`src/rscl_pkg.sv`:
```
package rscl_pkg;

  // ****************************************
  // Special register addresses
  // ****************************************
  localparam logic [7:0] ADDR_POWER_MODE_CONTROL = 8'h87;
  localparam logic [7:0] ADDR_DATA_BASE_HIGH = 8'h9c;
  localparam logic [7:0] ADDR_CHIP_CONTROL = 8'h9f;
  localparam logic [7:0] ADDR_POWER_MONITOR_CONTROL = 8'ha3;
  localparam logic [7:0] ADDR_FLASH_PROGRAM_TRIGGER = 8'ha4;
  localparam logic [7:0] ADDR_WATCHDOG_RESET_ENABLE = 8'hab;
  localparam logic [7:0] ADDR_WATCHDOG_CONTROL = 8'hd8;
  localparam logic [7:0] ADDR_TIMED_ACCESS = 8'hc7;

  // ****************************************
  // Field positions
  // ****************************************
  localparam int BIT_CFG_BOOT_SOURCE = 7;
  localparam int BIT_CFG_READ_UNLOCK = 1;
  localparam int BIT_CFG_DATA_DISABLE = 0;
  localparam int BIT_SOFT_RESET = 7;
  localparam int BIT_BOOT_SELECT = 1;
  localparam int BIT_WATCHDOG_RUN = 7;

  // ****************************************
  // Reset values and keys
  // ****************************************
  localparam logic [15:0] RST_PROGRAM_COUNTER = 16'h0000;
  localparam logic [7:0] RST_STACK_POINTER = 8'h07;
  localparam logic [7:0] RST_PORT_LATCH = 8'hff;
  localparam logic [7:0] CFG_ERASED = 8'hff;
  localparam logic [7:0] LOCKED_READ = 8'hff;
  localparam logic [7:0] KEY_FIRST = 8'haa;
  localparam logic [7:0] KEY_SECOND = 8'h55;
  localparam logic [1:0] KEY_WINDOW = 2'h3;
  localparam logic [7:0] ZERO_BYTE = 8'h00;
  localparam logic [15:0] FLASH_TOP = 16'h4000;
  localparam logic [15:0] MIN_PROGRAM_SIZE = 16'h0100;

  // Reset source coding
  typedef enum logic [1:0] {
    RSCL_SRC_POWER_ON,
    RSCL_SRC_EXTERNAL,
    RSCL_SRC_WATCHDOG,
    RSCL_SRC_SOFTWARE
  } rscl_source_type;

  // Sequencer states
  typedef enum logic [1:0] {
    RSCL_ST_HOLD,
    RSCL_ST_LOAD,
    RSCL_ST_RUN
  } rscl_state_type;

endpackage

```
`src/rscl_key_if.sv`:
```
`timescale 1ns/1ps
// Carries register writes into the timed-access unit and its verdict back
interface rscl_key_if;
  logic wr_en;
  logic [7:0] wr_addr;
  logic [7:0] wr_data;
  logic open;

  modport core (output wr_en, output wr_addr, output wr_data, input open);
  modport key (input wr_en, input wr_addr, input wr_data, output open);
endinterface : rscl_key_if

```
`src/rscl_timed_access.sv`:
```
`timescale 1ns/1ps
module rscl_timed_access (
  input wire logic i_clock,
  input wire logic i_rst_n,
  input wire logic i_machine_cycle,
  rscl_key_if.key bus
);

  typedef enum logic [1:0] {
    RSCL_KEY_IDLE,
    RSCL_KEY_ARMED,
    RSCL_KEY_OPEN
  } rscl_key_state_type;

  rscl_key_state_type state_reg, state_next;
  logic [1:0] gap_reg, gap_next;
  logic key_write;

  assign key_write = bus.wr_en && (bus.wr_addr == rscl_pkg::ADDR_TIMED_ACCESS);

  // ****************************************
  // Two-write unlock sequencer
  // ****************************************
  // Unlock lasts until the next register write, whatever its address
  always_comb begin
    state_next = state_reg;
    gap_next = gap_reg;
    case (state_reg)
      RSCL_KEY_IDLE: begin
        if (key_write && bus.wr_data == rscl_pkg::KEY_FIRST) begin
          state_next = RSCL_KEY_ARMED;
          gap_next = 2'h0;
        end
      end
      RSCL_KEY_ARMED: begin
        if (key_write && bus.wr_data == rscl_pkg::KEY_SECOND) begin
          state_next = RSCL_KEY_OPEN;
        end else if (bus.wr_en || gap_reg == rscl_pkg::KEY_WINDOW) begin
          state_next = RSCL_KEY_IDLE;
        end else if (i_machine_cycle) begin
          gap_next = gap_reg + 2'h1;
        end
      end
      RSCL_KEY_OPEN: begin
        if (bus.wr_en) begin
          state_next = RSCL_KEY_IDLE;
        end
      end
      default: begin
        state_next = RSCL_KEY_IDLE;
      end
    endcase
  end

  always_ff @(posedge i_clock or negedge i_rst_n) begin
    if (!i_rst_n) begin
      state_reg <= RSCL_KEY_IDLE;
      gap_reg <= 2'h0;
    end else begin
      state_reg <= state_next;
      gap_reg <= gap_next;
    end
  end

  assign bus.open = (state_reg == RSCL_KEY_OPEN);

endmodule // rscl_timed_access

```
`src/rscl_loader.sv`:
```
`timescale 1ns/1ps
// Function
// - Reset never clears or alters data RAM contents.
// - Program counter held at zero during reset; fetch starts there.
// - Stack pointer loads seven on every reset.
// - All interrupts disabled and all timers stopped after reset.
// - Watchdog left disabled after power-on reset.
// - Every port output register loads all ones on reset.
// - Protected write needs AA then 55 within three machine cycles.
// - Config bytes copied to shadows; soft reset skips boot-source bit.
// - Shadow bits other than the data-region disable bit stay software writable after loading.
// - Boot-source bit one selects application flash, zero loader flash.
// - Locked chip returns all ones on programmer flash reads.
// - Boot-lock config byte always readable; config not individually programmable while locked.
// - Only whole-chip erase clears lock, erasing everything else too.
// - Lock does not restrict firmware in-system programming.
// - Disable bit one gives full application flash; zero shares it.
// - Base byte is data region high address, used only when enabled.
// - Base zero leaves no application flash; run 256-byte minimum.
// - Unprogrammed configuration byte reads all ones.
// - Non-soft resets load boot select with inverted boot-source bit.
// - Boot flash picked from run-time boot select bit.
// - Soft reset bit starts system reset; hardware clears it.
module rscl_loader (
  input wire logic i_clock,
  input wire logic i_rst_n,
  input wire logic i_power_on_reset,
  input wire logic i_external_reset,
  input wire logic i_watchdog_reset,
  input wire logic i_machine_cycle,
  input wire logic [7:0] i_boot_lock_config_byte,
  input wire logic [7:0] i_data_flash_base_config_byte,
  input wire logic i_cfg_watchdog_enable,
  input wire logic i_sfr_wr,
  input wire logic [7:0] i_sfr_addr,
  input wire logic [7:0] i_sfr_wdata,
  input wire logic i_sfr_rd,
  input wire logic i_prog_rd,
  input wire logic i_prog_cfg_sel,
  input wire logic [7:0] i_prog_flash_data,
  input wire logic i_prog_cfg_write,
  input wire logic i_prog_chip_erase,
  input wire logic i_isp_write,
  output logic [7:0] o_sfr_rdata,
  output logic [7:0] o_prog_rdata,
  output logic o_prog_cfg_write_ok,
  output logic o_prog_erase_all,
  output logic o_isp_write_ok,
  output logic o_cpu_reset,
  output logic [15:0] o_program_counter,
  output logic [7:0] o_stack_pointer,
  output logic o_interrupts_enabled,
  output logic o_timers_run,
  output logic [7:0] o_port_latch,
  output logic o_boot_from_loader,
  output logic o_watchdog_run_enable,
  output logic o_data_region_enable,
  output logic [15:0] o_data_region_start,
  output logic [15:0] o_application_limit
);

  // ****************************************
  // State
  // ****************************************
  rscl_pkg::rscl_state_type state_reg, state_next;
  rscl_pkg::rscl_source_type source_reg, source_next;
  logic [7:0] chip_control_reg, chip_control_next;
  logic [7:0] data_region_base_shadow_reg, data_region_base_shadow_next;
  logic [7:0] watchdog_control_reg, watchdog_control_next;
  logic [7:0] watchdog_reset_enable_reg, watchdog_reset_enable_next;
  logic data_region_disable_reg, data_region_disable_next;
  logic [7:0] sfr_rdata_reg, sfr_rdata_next;
  logic [7:0] prog_rdata_reg, prog_rdata_next;
  logic [5:0] flags_reg, flags_next;
  logic [15:0] start_reg, start_next;
  logic [15:0] limit_reg, limit_next;
  logic boot_from_loader;
  logic sys_reset;
  logic protected_ok;
  logic read_unlocked;

  rscl_key_if key_bus ();

  assign key_bus.wr_en = i_sfr_wr;
  assign key_bus.wr_addr = i_sfr_addr;
  assign key_bus.wr_data = i_sfr_wdata;
  assign protected_ok = key_bus.open;

  // ****************************************
  // Timed-access unit
  // ****************************************
  rscl_timed_access u_key (
    .i_clock(i_clock),
    .i_rst_n(i_rst_n),
    .i_machine_cycle(i_machine_cycle),
    .bus(key_bus.key)
  );

  // Any reset source, soft reset included, holds the core
  assign sys_reset = i_power_on_reset || i_external_reset || i_watchdog_reset
    || chip_control_reg[rscl_pkg::BIT_SOFT_RESET];
  assign read_unlocked = i_boot_lock_config_byte[rscl_pkg::BIT_CFG_READ_UNLOCK];
  assign boot_from_loader = chip_control_reg[rscl_pkg::BIT_BOOT_SELECT];

  // ****************************************
  // Reset sequencing and shadow loading
  // ****************************************
  // no RAM is held here, so reset never touches stored words
  always_comb begin
    state_next = state_reg;
    source_next = source_reg;
    chip_control_next = chip_control_reg;
    data_region_base_shadow_next = data_region_base_shadow_reg;
    watchdog_control_next = watchdog_control_reg;
    watchdog_reset_enable_next = watchdog_reset_enable_reg;
    data_region_disable_next = data_region_disable_reg;
    case (state_reg)
      rscl_pkg::RSCL_ST_HOLD: begin
        // Remember the strongest source; power-on outranks the rest
        if (i_power_on_reset) begin
          source_next = rscl_pkg::RSCL_SRC_POWER_ON;
        end else if (i_watchdog_reset) begin
          source_next = rscl_pkg::RSCL_SRC_WATCHDOG;
        end else if (i_external_reset) begin
          source_next = rscl_pkg::RSCL_SRC_EXTERNAL;
        end
        if (!sys_reset) begin
          state_next = rscl_pkg::RSCL_ST_LOAD;
        end
      end
      rscl_pkg::RSCL_ST_LOAD: begin
        data_region_base_shadow_next = i_data_flash_base_config_byte;
        data_region_disable_next = i_boot_lock_config_byte[rscl_pkg::BIT_CFG_DATA_DISABLE];
        watchdog_reset_enable_next = rscl_pkg::ZERO_BYTE;
        if (source_reg != rscl_pkg::RSCL_SRC_SOFTWARE) begin
          chip_control_next[rscl_pkg::BIT_BOOT_SELECT] =
            !i_boot_lock_config_byte[rscl_pkg::BIT_CFG_BOOT_SOURCE];
        end
        if (source_reg == rscl_pkg::RSCL_SRC_POWER_ON) begin
          watchdog_control_next = rscl_pkg::ZERO_BYTE;
        end else begin
          watchdog_control_next[rscl_pkg::BIT_WATCHDOG_RUN] = i_cfg_watchdog_enable;
        end
        state_next = rscl_pkg::RSCL_ST_RUN;
      end
      rscl_pkg::RSCL_ST_RUN: begin
        if (i_sfr_wr && protected_ok) begin
          case (i_sfr_addr)
            rscl_pkg::ADDR_CHIP_CONTROL: chip_control_next = i_sfr_wdata;
            rscl_pkg::ADDR_DATA_BASE_HIGH: data_region_base_shadow_next = i_sfr_wdata;
            rscl_pkg::ADDR_WATCHDOG_CONTROL: watchdog_control_next = i_sfr_wdata;
            rscl_pkg::ADDR_WATCHDOG_RESET_ENABLE: watchdog_reset_enable_next = i_sfr_wdata;
            default: ;
          endcase
        end
        if (chip_control_reg[rscl_pkg::BIT_SOFT_RESET]) begin
          source_next = rscl_pkg::RSCL_SRC_SOFTWARE;
          chip_control_next[rscl_pkg::BIT_SOFT_RESET] = 1'b0;
          state_next = rscl_pkg::RSCL_ST_HOLD;
        end
        if (i_power_on_reset || i_external_reset || i_watchdog_reset) begin
          state_next = rscl_pkg::RSCL_ST_HOLD;
        end
      end
      default: begin
        state_next = rscl_pkg::RSCL_ST_HOLD;
      end
    endcase
  end

  always_ff @(posedge i_clock or negedge i_rst_n) begin
    if (!i_rst_n) begin
      state_reg <= rscl_pkg::RSCL_ST_HOLD;
      source_reg <= rscl_pkg::RSCL_SRC_POWER_ON;
      chip_control_reg <= rscl_pkg::ZERO_BYTE;
      data_region_base_shadow_reg <= rscl_pkg::CFG_ERASED;
      watchdog_control_reg <= rscl_pkg::ZERO_BYTE;
      watchdog_reset_enable_reg <= rscl_pkg::ZERO_BYTE;
      data_region_disable_reg <= 1'b1;
    end else begin
      state_reg <= state_next;
      source_reg <= source_next;
      chip_control_reg <= chip_control_next;
      data_region_base_shadow_reg <= data_region_base_shadow_next;
      watchdog_control_reg <= watchdog_control_next;
      watchdog_reset_enable_reg <= watchdog_reset_enable_next;
      data_region_disable_reg <= data_region_disable_next;
    end
  end

  // ****************************************
  // Read paths and memory map
  // ****************************************
  always_comb begin
    sfr_rdata_next = sfr_rdata_reg;
    if (i_sfr_rd) begin
      case (i_sfr_addr)
        rscl_pkg::ADDR_CHIP_CONTROL: sfr_rdata_next = chip_control_reg;
        rscl_pkg::ADDR_DATA_BASE_HIGH: sfr_rdata_next = data_region_base_shadow_reg;
        rscl_pkg::ADDR_WATCHDOG_CONTROL: sfr_rdata_next = watchdog_control_reg;
        rscl_pkg::ADDR_WATCHDOG_RESET_ENABLE: sfr_rdata_next = watchdog_reset_enable_reg;
        default: sfr_rdata_next = rscl_pkg::ZERO_BYTE;
      endcase
    end
    prog_rdata_next = prog_rdata_reg;
    if (i_prog_rd) begin
      if (i_prog_cfg_sel) begin
        prog_rdata_next = i_boot_lock_config_byte;
      end else if (!read_unlocked) begin
        prog_rdata_next = rscl_pkg::LOCKED_READ;
      end else begin
        prog_rdata_next = i_prog_flash_data;
      end
    end
    flags_next[0] = i_prog_cfg_write && read_unlocked;
    flags_next[1] = i_prog_chip_erase;
    flags_next[2] = i_isp_write;
    flags_next[3] = (state_reg != rscl_pkg::RSCL_ST_RUN) || sys_reset;
    flags_next[4] = boot_from_loader;
    // Registered so the enable lines up with start and limit
    flags_next[5] = !data_region_disable_reg;
    if (data_region_disable_reg) begin
      start_next = rscl_pkg::FLASH_TOP;
      limit_next = rscl_pkg::FLASH_TOP;
    end else if (data_region_base_shadow_reg == rscl_pkg::ZERO_BYTE) begin
      start_next = rscl_pkg::RST_PROGRAM_COUNTER;
      limit_next = rscl_pkg::MIN_PROGRAM_SIZE;
    end else begin
      start_next = {data_region_base_shadow_reg, rscl_pkg::ZERO_BYTE};
      limit_next = {data_region_base_shadow_reg, rscl_pkg::ZERO_BYTE};
    end
  end

  always_ff @(posedge i_clock or negedge i_rst_n) begin
    if (!i_rst_n) begin
      sfr_rdata_reg <= rscl_pkg::ZERO_BYTE;
      prog_rdata_reg <= rscl_pkg::LOCKED_READ;
      flags_reg <= 6'h08;
      start_reg <= rscl_pkg::FLASH_TOP;
      limit_reg <= rscl_pkg::FLASH_TOP;
    end else begin
      sfr_rdata_reg <= sfr_rdata_next;
      prog_rdata_reg <= prog_rdata_next;
      flags_reg <= flags_next;
      start_reg <= start_next;
      limit_reg <= limit_next;
    end
  end

  // ****************************************
  // Core reset values
  // ****************************************
  // Reset images are constants; the core adopts them while held
  always_ff @(posedge i_clock or negedge i_rst_n) begin
    if (!i_rst_n) begin
      o_program_counter <= rscl_pkg::RST_PROGRAM_COUNTER;
      o_stack_pointer <= rscl_pkg::RST_STACK_POINTER;
      o_interrupts_enabled <= 1'b0;
      o_timers_run <= 1'b0;
      o_port_latch <= rscl_pkg::RST_PORT_LATCH;
    end else begin
      o_program_counter <= rscl_pkg::RST_PROGRAM_COUNTER;
      o_stack_pointer <= rscl_pkg::RST_STACK_POINTER;
      o_interrupts_enabled <= 1'b0;
      o_timers_run <= 1'b0;
      o_port_latch <= rscl_pkg::RST_PORT_LATCH;
    end
  end

  assign o_sfr_rdata = sfr_rdata_reg;
  assign o_prog_rdata = prog_rdata_reg;
  assign o_prog_cfg_write_ok = flags_reg[0];
  assign o_prog_erase_all = flags_reg[1];
  assign o_isp_write_ok = flags_reg[2];
  assign o_cpu_reset = flags_reg[3];
  assign o_boot_from_loader = flags_reg[4];
  assign o_watchdog_run_enable = watchdog_control_reg[rscl_pkg::BIT_WATCHDOG_RUN];
  assign o_data_region_enable = flags_reg[5];
  assign o_data_region_start = start_reg;
  assign o_application_limit = limit_reg;

endmodule // rscl_loader

```
`config.mk`:
```
export PLATFORM = sky130hd
export DESIGN_NAME = rscl_loader
export DESIGN_NICKNAME = d
export VERILOG_FILES = /design/src/rscl_pkg.sv /design/src/rscl_key_if.sv /design/src/rscl_timed_access.sv /design/src/rscl_loader.sv
export SDC_FILE = /design/constraint.sdc
export NUM_CORES = 1
export LEC_CHECK = 0
export BUFFER_PORTS_ARGS = -buffer_cell sky130_fd_sc_hd__buf_2
export CORE_ASPECT_RATIO = 1.5
export CORE_MARGIN = 2
export CORE_UTILIZATION = 45
export CTS_CLUSTER_DIAMETER = 80
export DETAILED_ROUTE_END_ITERATION = 7
export PLACE_DENSITY = 0.73
export SLEW_MARGIN = 5
export SYNTH_ARGS = -nofsm -noshare
export SYNTH_HDL_FRONTEND = slang
export SYNTH_SLANG_ARGS = --single-unit
```
`constraint.sdc`:
```
create_clock -name i_clock -period 4.5 [get_ports i_clock]
set_input_delay 0 -clock i_clock [delete_from_list [all_inputs] [get_ports i_clock]]
set_output_delay 0 -clock i_clock [all_outputs]
set_load 0.01 [all_outputs]
```
==> run summary, run 1 <==
Clk_skew: 0.002878 ns
Num CTS Buffers: 9
Vias: 3329
Clock root cell: clkbuf_16
Hold worst-path end: o_prog_rdata[7]
Tot GR Track Use: 0.2196
Reg-to-reg setup timing slack: 2.23 ns
Worst path required time: 4.76 ns
Fill cell count: 796
Clk_lat worst skew: 0.33 ns
Worst Hold Depth: 3
Crit path time final: 2.270 ns
RSZ-0062 raised after global routing: false
Register area: 1826 µm²
Die H: 120.2 µm
Die Span X: 81.47 µm
Max transition margin: 0.3983
Detail Route Antenna Nets: 0
Port buffer count: 92
Layout cells sized above 1: 0.2802
Reg-to-Reg Start: state_reg[1]
Initial antenna violation count: 0
Hold path start: i_boot_lock_config_byte[7]
CORE AREA: 8776 µm²
Synth top cells by count: 57 x buf_4, 53 x dfrtp_1, 47 x nand2_1
# nets final: 571
GR Overflow Total: 0
TNS Setup: 0 ns
Ys flop type: dfrtp_1
CP max FO: 18
Worst-margin pin slew: 0.8956 ns
CTS resizes: 0
Die ar.: 9794 µm²
Worst VDD drop: 237.6 µV
Crit Path Category: reg -> reg
CP Capture Type: flip-flop
Distinct cell type count after synthesis: 61
Initial Util: 0.4616
Leak Pwr: 2.454 nW
Placer Congestion: 0.8639
CTS tree: built
Final Cycle Share: 0.5044
Setup violations, final: 0
Clock sink count: 72
H-tree lvl count: 3
Routed wire length per instance: 16.26 µm
Share of the synthesized area in the top cell type: 0.3274
Cell count after synthesis: 408
CP Data Arrival Time: 2.53 ns
Startpoint types: flip-flop
Largest net degree at the start of global routing: 73
Vias in the first global route: 3367
Syn Area/Cell: 9.930 µm²
Cell with the most instances after synthesis: buf_4
DP HPWL: 7.143 mm
First-pass GRT wire length: 16.28 mm
Synth Warn #: 0
Final Util: 0.5605
Top cells by area, synth: dfrtp_1 33%, dfstp_2 12%, buf_4 11%, nand2_1 4.4%, mux2_4 3.0%
Dominant cell type by area after synthesis: dfrtp_1
Flop and latch count out of synthesis: 72
Share of the yosys chip area belonging to registers: 0.4506
CTS clk-pin slew, worst paths: 0.05 ns
P&R area growth vs syn: 21.40%
Drt drc: 0
I/O pins: 143
Multi-input gate area: 1824 µm²
Initial DRC count: 218
Fin. Hold Viols: 0
Peak Freq: 440.6 MHz
Power Density: 385.5 nW/µm²
R2R cell count: 4
Final max-slew violation count: 0
Reg-to-reg endpoint: data_region_base_shadow_reg[2]
Critical path launch point: state_reg[1]
Status: complete, no violations
Area of the mapped netlist: 4051 µm²
Vias/cell: 5.276
Number of synthesized flops with an enable pin: 0
HP Class: in -> reg
Max-Cap Viols: 0
Diode count: 0
# rows: 42
Post-synth ARST share: 1.000
Clock Path Buffers: 2
TritonRoute pass-1 iters: 4
Total wire length: 10.26 mm
## layout make-up
type | instances | area share
tap | 110 | 0.02798
sequential | 72 | 0.3712
clock buffer | 13 | 0.05291
timing repair buffer | 121 | 0.1521
clock inverter | 3 | 0.008140
multi-input combinational | 290 | 0.3709
inverter | 22 | 0.01679
## how the worst max path moves through the flow
stage | end | slack, ns
floorplan | data_region_base_shadow_reg[0] | 2.83
global placement | data_region_base_shadow_reg[5] | 2.33
detailed placement | data_region_base_shadow_reg[5] | 2.25
CTS | data_region_base_shadow_reg[5] | 2.24
global route | watchdog_reset_enable_reg[5] | 2.06
finish | data_region_base_shadow_reg[2] | 2.23
## power breakdown
group          internal, W  total [W]  leakage (nW)  switching (W)
clock network     0.000457   0.000712         0.150       0.000255
registers         0.000765   0.000835         0.892      0.0000704
logic             0.000168   0.000349          1.41       0.000181
total              0.00139    0.00190          2.45       0.000507
## per-stage QoR
| step | instance area (µm²) | hold slack [ns] | cells | worst slack, ns | power [W] |
|---|---|---|---|---|---|
| 6_report | 4918 | 0.008707 | 631 | 2.230 | 0.001896 |
| 5_1_grt | 4918 | 0.02021 | 631 | 2.061 | 0.001983 |
| 4_1_cts | 4918 | 0.003415 | 631 | 2.237 | 0.001906 |
| 3_5_place_dp | 4338 | 0.1098 | 587 | 2.254 | 0.001171 |
| 3_3_place_gp | 4338 | 0.1129 | 587 | 2.328 | 0.001160 |
| 2_1_floorplan | 4232 | -0.2956 | 456 | 2.827 | 0.001079 |
## layer usage
| metal | GRT usage | wire length (µm) |
|---|---|---|
| met1 | 0.2489 | 3900 |
| met2 | 0.3811 | 5456 |
| met3 | 0.03582 | 556 |
| met4 | 0.1229 | 348 |
| met5 | 0 | 0 |
## layout by cell type (no fill, tap or decap), types with 3 or more instances in the layout
master / instances
nor2b_1: 16
o21ai_0: 13
clkbuf_16: 9
o221ai_1: 6
dfstp_2: 19
nand3_1: 19
buf_2: 92
a22oi_1: 5
mux2_1: 4
nand4_1: 5
or3b_1: 3
o211ai_1: 3
inv_1: 22
dlygate4sd3_1: 28
a211o_1: 4
a21oi_1: 10
conb_1: 50
nor3b_1: 3
nor2_1: 10
a22o_1: 5
mux2_2: 3
nand2_1: 47
o311ai_1: 7
nor3_1: 4
dfrtp_1: 53
mux2i_1: 7
a221o_1: 3
nand2b_1: 16
mux2_4: 8
## what timing repair did
item | in CTS | in global routing
hold buffers | 28 | 0
setup buffers | 0 | 0
endpoints found under the hold margin | 77 | 0
## cell families after synthesis
logic type	count (synthesis)	synth area share
buf+inv	94	0.1436
fa+ha+maj	1	0.003088
mux	22	0.06640
simple gates	148	0.2109
flops	72	0.4506
other cells	2	0.001854
compound gates	69	0.1235
## critical path: stages (launching register included)
cell and delay, ns:
dfrtp_1 0.67, nand2b_1 0.33, nor2_2 0.32, a31o_1 0.51, mux2_4 0.35
Power figures use the tool's default switching activity.
==> run 2: changes to the inputs <==
--- a/config.mk
+++ b/config.mk
@@ -11,7 +11,7 @@
 export CORE_UTILIZATION = 45
 export CTS_CLUSTER_DIAMETER = 80
 export DETAILED_ROUTE_END_ITERATION = 7
-export PLACE_DENSITY = 0.73
+export PLACE_DENSITY = 0.76
 export SLEW_MARGIN = 5
 export SYNTH_ARGS = -nofsm -noshare
 export SYNTH_HDL_FRONTEND = slang
==> constraint.sdc (replaced) <==
create_clock -name i_clock -period 2 [get_ports i_clock]
set_input_delay 0 -clock i_clock [delete_from_list [all_inputs] [get_ports i_clock]]
set_output_delay 0 -clock i_clock [all_outputs]
set_load 0.01 [all_outputs]
==> run 2 against run 1 <==
Against the previous run:
- total power grew 130%
- sequential power grew 120%
- sequential cell count is the same
- sequential share of layout area shrank 0.93 points
- die area is the same
- cell area grew 2.6%
- critical path type is now in -> reg
- setup slack lost 2.1 ns
- wire length shrank 1.1%
- global-route usage shrank 0.26 points
- register-to-register slack lost 2.0 ns
- core utilization grew 1.4 points
==> run summary, run 2 (synthesis results as in run 1) <==
Status: complete, no violations
Commonest cells after routing, fill and taps aside: 92 x buf_2, 53 x dfrtp_1, 50 x conb_1
P&R area growth vs syn: 24.52%
Final max-slew violation count: 0 (unchanged)
Power Density: 863.8 nW/µm² (+120%)
Largest net degree at the start of global routing: 38 (-48%)
GR Overflow Total: 0 (unchanged)
Diode count: 0 (unchanged)
Max-Cap Viols: 0 (unchanged)
First-pass GRT wire length: 16.06 mm (-1.4%)
TritonRoute pass-1 iters: 4 (unchanged)
Fin. Hold Viols: 0 (unchanged)
Critical path cell sequence: dlygate4sd3_1, buf_2, o221ai_1, dlygate4sd3_1, o21ai_0, dlygate4sd3_1
# nets final: 585 (+2.5%)
CTS clk-pin slew, worst paths: 0.06 ns (about the same)
CTS tree: built
Vias in the first global route: 3269 (-2.9%)
Total wire length: 10.15 mm (-1.1%)
Worst-margin pin slew: 0.5473 ns (-0.3483 ns)
CP max FO: 1 (-17)
Final Cycle Share: 0.9262
Clk_lat worst skew: 0.33 ns (about the same)
DP HPWL: 7.334 mm (+2.7%)
I/O pins: 143 (unchanged)
Port buffer count: 92 (unchanged)
H-tree lvl count: 3 (unchanged)
Layout cells sized above 1: 0.2991 (+0.01884)
Placer Congestion: 0.8829 (+2.2%)
Worst path required time: 2.25 ns (-2.51 ns)
Startpoint types: input pin
Crit Path Category: in -> reg
Drt drc: 0 (unchanged)
TNS Setup: 0 ns (unchanged)
Worst path max stage delay: 0.58 ns (-0.09 ns)
CP Data Arrival Time: 2.11 ns (-0.42 ns)
RSZ-0062 raised after global routing: false
Slowest-stage cell, CP: dlygate4sd3_1
CP Capture Type: flip-flop
Peak Freq: 539.8 MHz
Max transition margin: 0.6324 (+0.2341)
Tot GR Track Use: 0.2170 (-0.002592)
Die H: 120.2 µm (unchanged)
Worst VDD drop: 591.6 µV (+150%)
Leak Pwr: 2.533 nW (+3.2%)
Num CTS Buffers: 9 (unchanged)
Crit path time final: 1.852 ns
# rows: 42 (unchanged)
Initial antenna violation count: 0 (unchanged)
Routed wire length per instance: 15.73 µm (-3.3%)
Initial Util: 0.4616 (unchanged)
Clock sink count: 72 (unchanged)
HP Class: in -> reg
Vias/cell: 5.233 (-0.82%)
Design Power: 0.004358 W (+130%)
Vias: 3375 (+1.4%)
Clk_skew: 0.006174 ns (+0.003296 ns)
Clock Path Buffers: 2 (unchanged)
Most common cell after layout, fill and taps aside: buf_2
Initial DRC count: 212 (-2.8%)
Clock root cell: clkbuf_16
CORE AREA: 8776 µm² (unchanged)
Die Span X: 81.47 µm (unchanged)
Detail Route Antenna Nets: 0 (unchanged)
CTS resizes: 0 (unchanged)
Top cell by count, worst path: dlygate4sd3_1
Setup violations, final: 0 (unchanged)
Die ar.: 9794 µm² (unchanged)
run 2: final timing paths:
| kind | slack (ns) | end | cells past startpoint | startpoint |
|---|---|---|---|---|
| worst max-delay path | 0.15 | o_prog_rdata[4] | 6 | i_prog_flash_data[4] |
| worst min-delay path | 0.004 | o_prog_rdata[7] | 3 | i_boot_lock_config_byte[7] |
| worst max register to register | 0.27 | data_region_base_shadow_reg[5] | 5 | u_key.state_reg[0] |
| worst min register to register | 0.45 | flags_reg[4] | 0 | chip_control_reg[1] |
| max in group asynchronous | 1.11 | data_region_base_shadow_reg[5] | 3 | i_rst_n |
| min in group asynchronous | 0.09 | flags_reg[0] | 2 | i_rst_n |
run 2: power by group:
part,total [W],switching (W),internal (W)
logic,0.000809,0.000416,0.000393
registers,0.00187,0.000154,0.00172
clock network,0.00167,0.000575,0.00110
run 2: critical path, delay by kind of cell:
family,cells,cell delay [ns]
buffers and inverters,4,1.85
AOI/OAI and AO/OA,2,0.25
run 2: timing repair:
action                                 4_1_cts  5_1_grt
endpoints found under the hold margin       62        0
setup buffers                                0        0
hold buffers                                29        0
run 2: layout make-up:
cell class	instances	area (µm²)
tap	110	137.6
timing repair buffer	135	855.8
multi-input combinational	290	1824
fill	764	3731
clock inverter	2	35.03
clock buffer	14	284.0
inverter	22	82.58
sequential	72	1826
run 2: metrics by stage:
stage	util	setup WS, ns	hold WS (ns)	instances	area, µm²
global route	0.5749	0.08426	0.02291	645	5045
detailed placement	0.5054	0.2909	-0.1019	600	4436
finish	0.5749	0.1476	0.003660	645	5045
floorplan	-	0.3270	-0.2956	456	4232
CTS	0.5749	0.2752	0.001481	645	5045
global placement	0.5054	0.3551	-0.09731	600	4436
run 2: metal layers:
| metal | GRT usage | wire length, µm |
|---|---|---|
| met1 | 0.2422 | 3802 |
| met2 | 0.3858 | 5460 |
| met3 | 0.03433 | 545 |
| met4 | 0.1123 | 340 |
| met5 | 0 | 0 |
==> run 3: changes to the inputs <==
--- a/config.mk
+++ b/config.mk
@@ -11,7 +11,7 @@
 export CORE_UTILIZATION = 45
 export CTS_CLUSTER_DIAMETER = 80
 export DETAILED_ROUTE_END_ITERATION = 7
-export PLACE_DENSITY = 0.76
+export PLACE_DENSITY = 0.73
 export SLEW_MARGIN = 5
 export SYNTH_ARGS = -nofsm -noshare
 export SYNTH_HDL_FRONTEND = slang
==> constraint.sdc (replaced) <==
create_clock -name i_clock -period 2.2 [get_ports i_clock]
set_input_delay 0 -clock i_clock [delete_from_list [all_inputs] [get_ports i_clock]]
set_output_delay 0 -clock i_clock [all_outputs]
set_load 0.01 [all_outputs]
==> run 3 against run 2 <==
Against the previous run:
- critical path depth unchanged
- global-route usage increased by 0.25 points
- critical path type unchanged
- wire length increased by 1.3%
- sequential cell count unchanged
- count of clock-buffer cells in the layout decreased by 1
- largest cell class unchanged
- non-clock buffer count unchanged
- via count increased by 0.98%
- setup slack improved by 0.28 ns
- total power decreased by 10%
- clock power decreased by 11%
==> run summary, run 3 (synthesis results as in run 1) <==
Reg-to-reg endpoint: data_region_base_shadow_reg[4]
Post-route insts no fill: 645 (unchanged)
H-tree lvl count: 3 (unchanged)
Power Density: 777.0 nW/µm² (-10%)
Drt drc: 0 (unchanged)
Worst path required time: 2.46 ns (+0.21 ns)
Status: complete, no violations
Placer Congestion: 0.8493 (-3.8%)
CP Data Arrival Time: 2.03 ns (-0.08 ns)
Crit path time final: 1.773 ns
RSZ-0062 raised after global routing: false
Max-Cap Viols: 0 (unchanged)
Clock sink count: 72 (unchanged)
Detail Route Antenna Nets: 0 (unchanged)
Worst slack at placement: 0.4534 ns (+0.1625 ns)
Final max-slew violation count: 0 (unchanged)
Routed wire length per instance: 15.93 µm (+1.3%)
Cts hold-fix bufs: 33 (+14%)
Reg-to-Reg Start: u_key.state_reg[0]
Finished Cell Area: 5049 µm² (about the same)
Clk_lat worst skew: 0.33 ns (about the same)
Placed cells: 596 (-0.67%)
Vias/cell: 5.284 (+0.98%)
# nets final: 585 (unchanged)
Total wire length: 10.28 mm (+1.3%)
Die Span X: 81.47 µm (unchanged)
# rows: 42 (unchanged)
Vias: 3408 (+0.98%)
Placed cell area: 4418 µm² (-0.39%)
Commonest cells after routing, fill and taps aside: 92 x buf_2, 53 x dfrtp_1, 50 x conb_1
Clock root cell: clkbuf_16
Initial Util: 0.4616 (unchanged)
Hold Slack: 0.009541 ns (+0.005882 ns)
HP Class: in -> reg
CTS tree: built
Setup WS post-layout: 0.4271 ns (+0.2795 ns)
GR Overflow Total: 0 (unchanged)
Worst VDD drop: 486.6 µV (-18%)
Worst-margin pin slew: 0.6952 ns (+0.1479 ns)
Critical path launch point: i_prog_flash_data[3]
CP max FO: 1 (unchanged)
Fin. Hold Viols: 0 (unchanged)
Tot GR Track Use: 0.2195 (+0.002470)
Peak Freq: 564.0 MHz
TNS Setup: 0 ns (unchanged)
Layout cells sized above 1: 0.2897 (-0.009346)
Setup violations, final: 0 (unchanged)
# Post-CTS Setup Buffers: 0 (unchanged)
First-pass GRT wire length: 16.08 mm (+0.13%)
R2R cell count: 5 (unchanged)
Final Cycle Share: 0.8059
TritonRoute pass-1 iters: 4 (unchanged)
Initial antenna violation count: 0 (unchanged)
P&R area growth vs syn: 24.61% (about the same)
Die ar.: 9794 µm² (unchanged)
Startpoint types: input pin
I/O pins: 143 (unchanged)
Clock Path Buffers: 2 (unchanged)
DP HPWL: 7.313 mm (-0.28%)
CTS clk-pin slew, worst paths: 0.05 ns (about the same)
Largest net degree at the start of global routing: 73 (+92%)
Diode count: 0 (unchanged)
CTS resizes: 0 (unchanged)
CP Capture Type: flip-flop
Clk_skew: 0.005633 ns (-0.0005408 ns)
Num CTS Buffers: 9 (unchanged)
Most common cell after layout, fill and taps aside: buf_2
Die H: 120.2 µm (unchanged)
Critical Path Sink: o_prog_rdata[3]
Max transition margin: 0.5330 (-0.09943)
Port buffer count: 92 (unchanged)
Leak Pwr: 2.524 nW (-0.35%)
Reg-to-reg setup timing slack: 0.43 ns (+0.16 ns)
Crit Path Category: in -> reg
Vias in the first global route: 3293 (+0.73%)
Initial DRC count: 285 (+34%)
CORE AREA: 8776 µm² (unchanged)
## run 3: power by group
part | switching (W) | internal (W)
logic | 0.000377 | 0.000362
registers | 0.000145 | 0.00156
clock network | 0.000540 | 0.000936
total | 0.00106 | 0.00286
## run 3: metrics by stage
| stage | util | power, W |
|---|---|---|
| 2_1_floorplan | - | 0.002206 |
| 3_3_place_gp | 0.5034 | 0.002387 |
| 3_5_place_dp | 0.5034 | 0.002414 |
| 4_1_cts | 0.5753 | 0.003942 |
| 5_1_grt | 0.5753 | 0.004110 |
| 6_report | 0.5753 | 0.003923 |
## run 3: worst min path at each step
stage,end,startpoint,cells past startpoint,slack [ns]
after detailed placement,source_reg[0],i_rst_n,2,0.06
after floorplan,chip_control_reg[0],i_rst_n,0,-0.30
after global placement,source_reg[0],i_rst_n,2,0.05
final,data_region_base_shadow_reg[6],i_data_flash_base_config_byte[6],4,0.01
after global routing,o_prog_rdata[2],i_prog_rd,2,0.02
after CTS,o_prog_rdata[2],i_prog_rd,2,0.002
## run 3: worst max-delay path, cell delays in order
cell           delay, ns
dlygate4sd3_1       0.57
buf_2               0.14
o221ai_1            0.13
dlygate4sd3_1       0.56
o21ai_0             0.07
dlygate4sd3_1       0.56
## run 3: area by class of cell
class	count	area [µm²]
Clock buffer	13	260.3
Clock inverter	3	40.04
Fill cell	766	3727
Inverter	22	82.58
Multi-Input combinational cell	290	1824
Sequential cell	72	1826
Tap cell	110	137.6
Timing Repair Buffer	135	878.3
## run 3: per-layer routing
metal | share of wire | track usage | vias up
li1 | - | - | 1567
met1 | 0.38 | 0.2421 | 1645
met2 | 0.53 | 0.3709 | 165
met5 | 0 | 0 | -
met4 | 0.036 | 0.1186 | 0
met3 | 0.060 | 0.06343 | 31
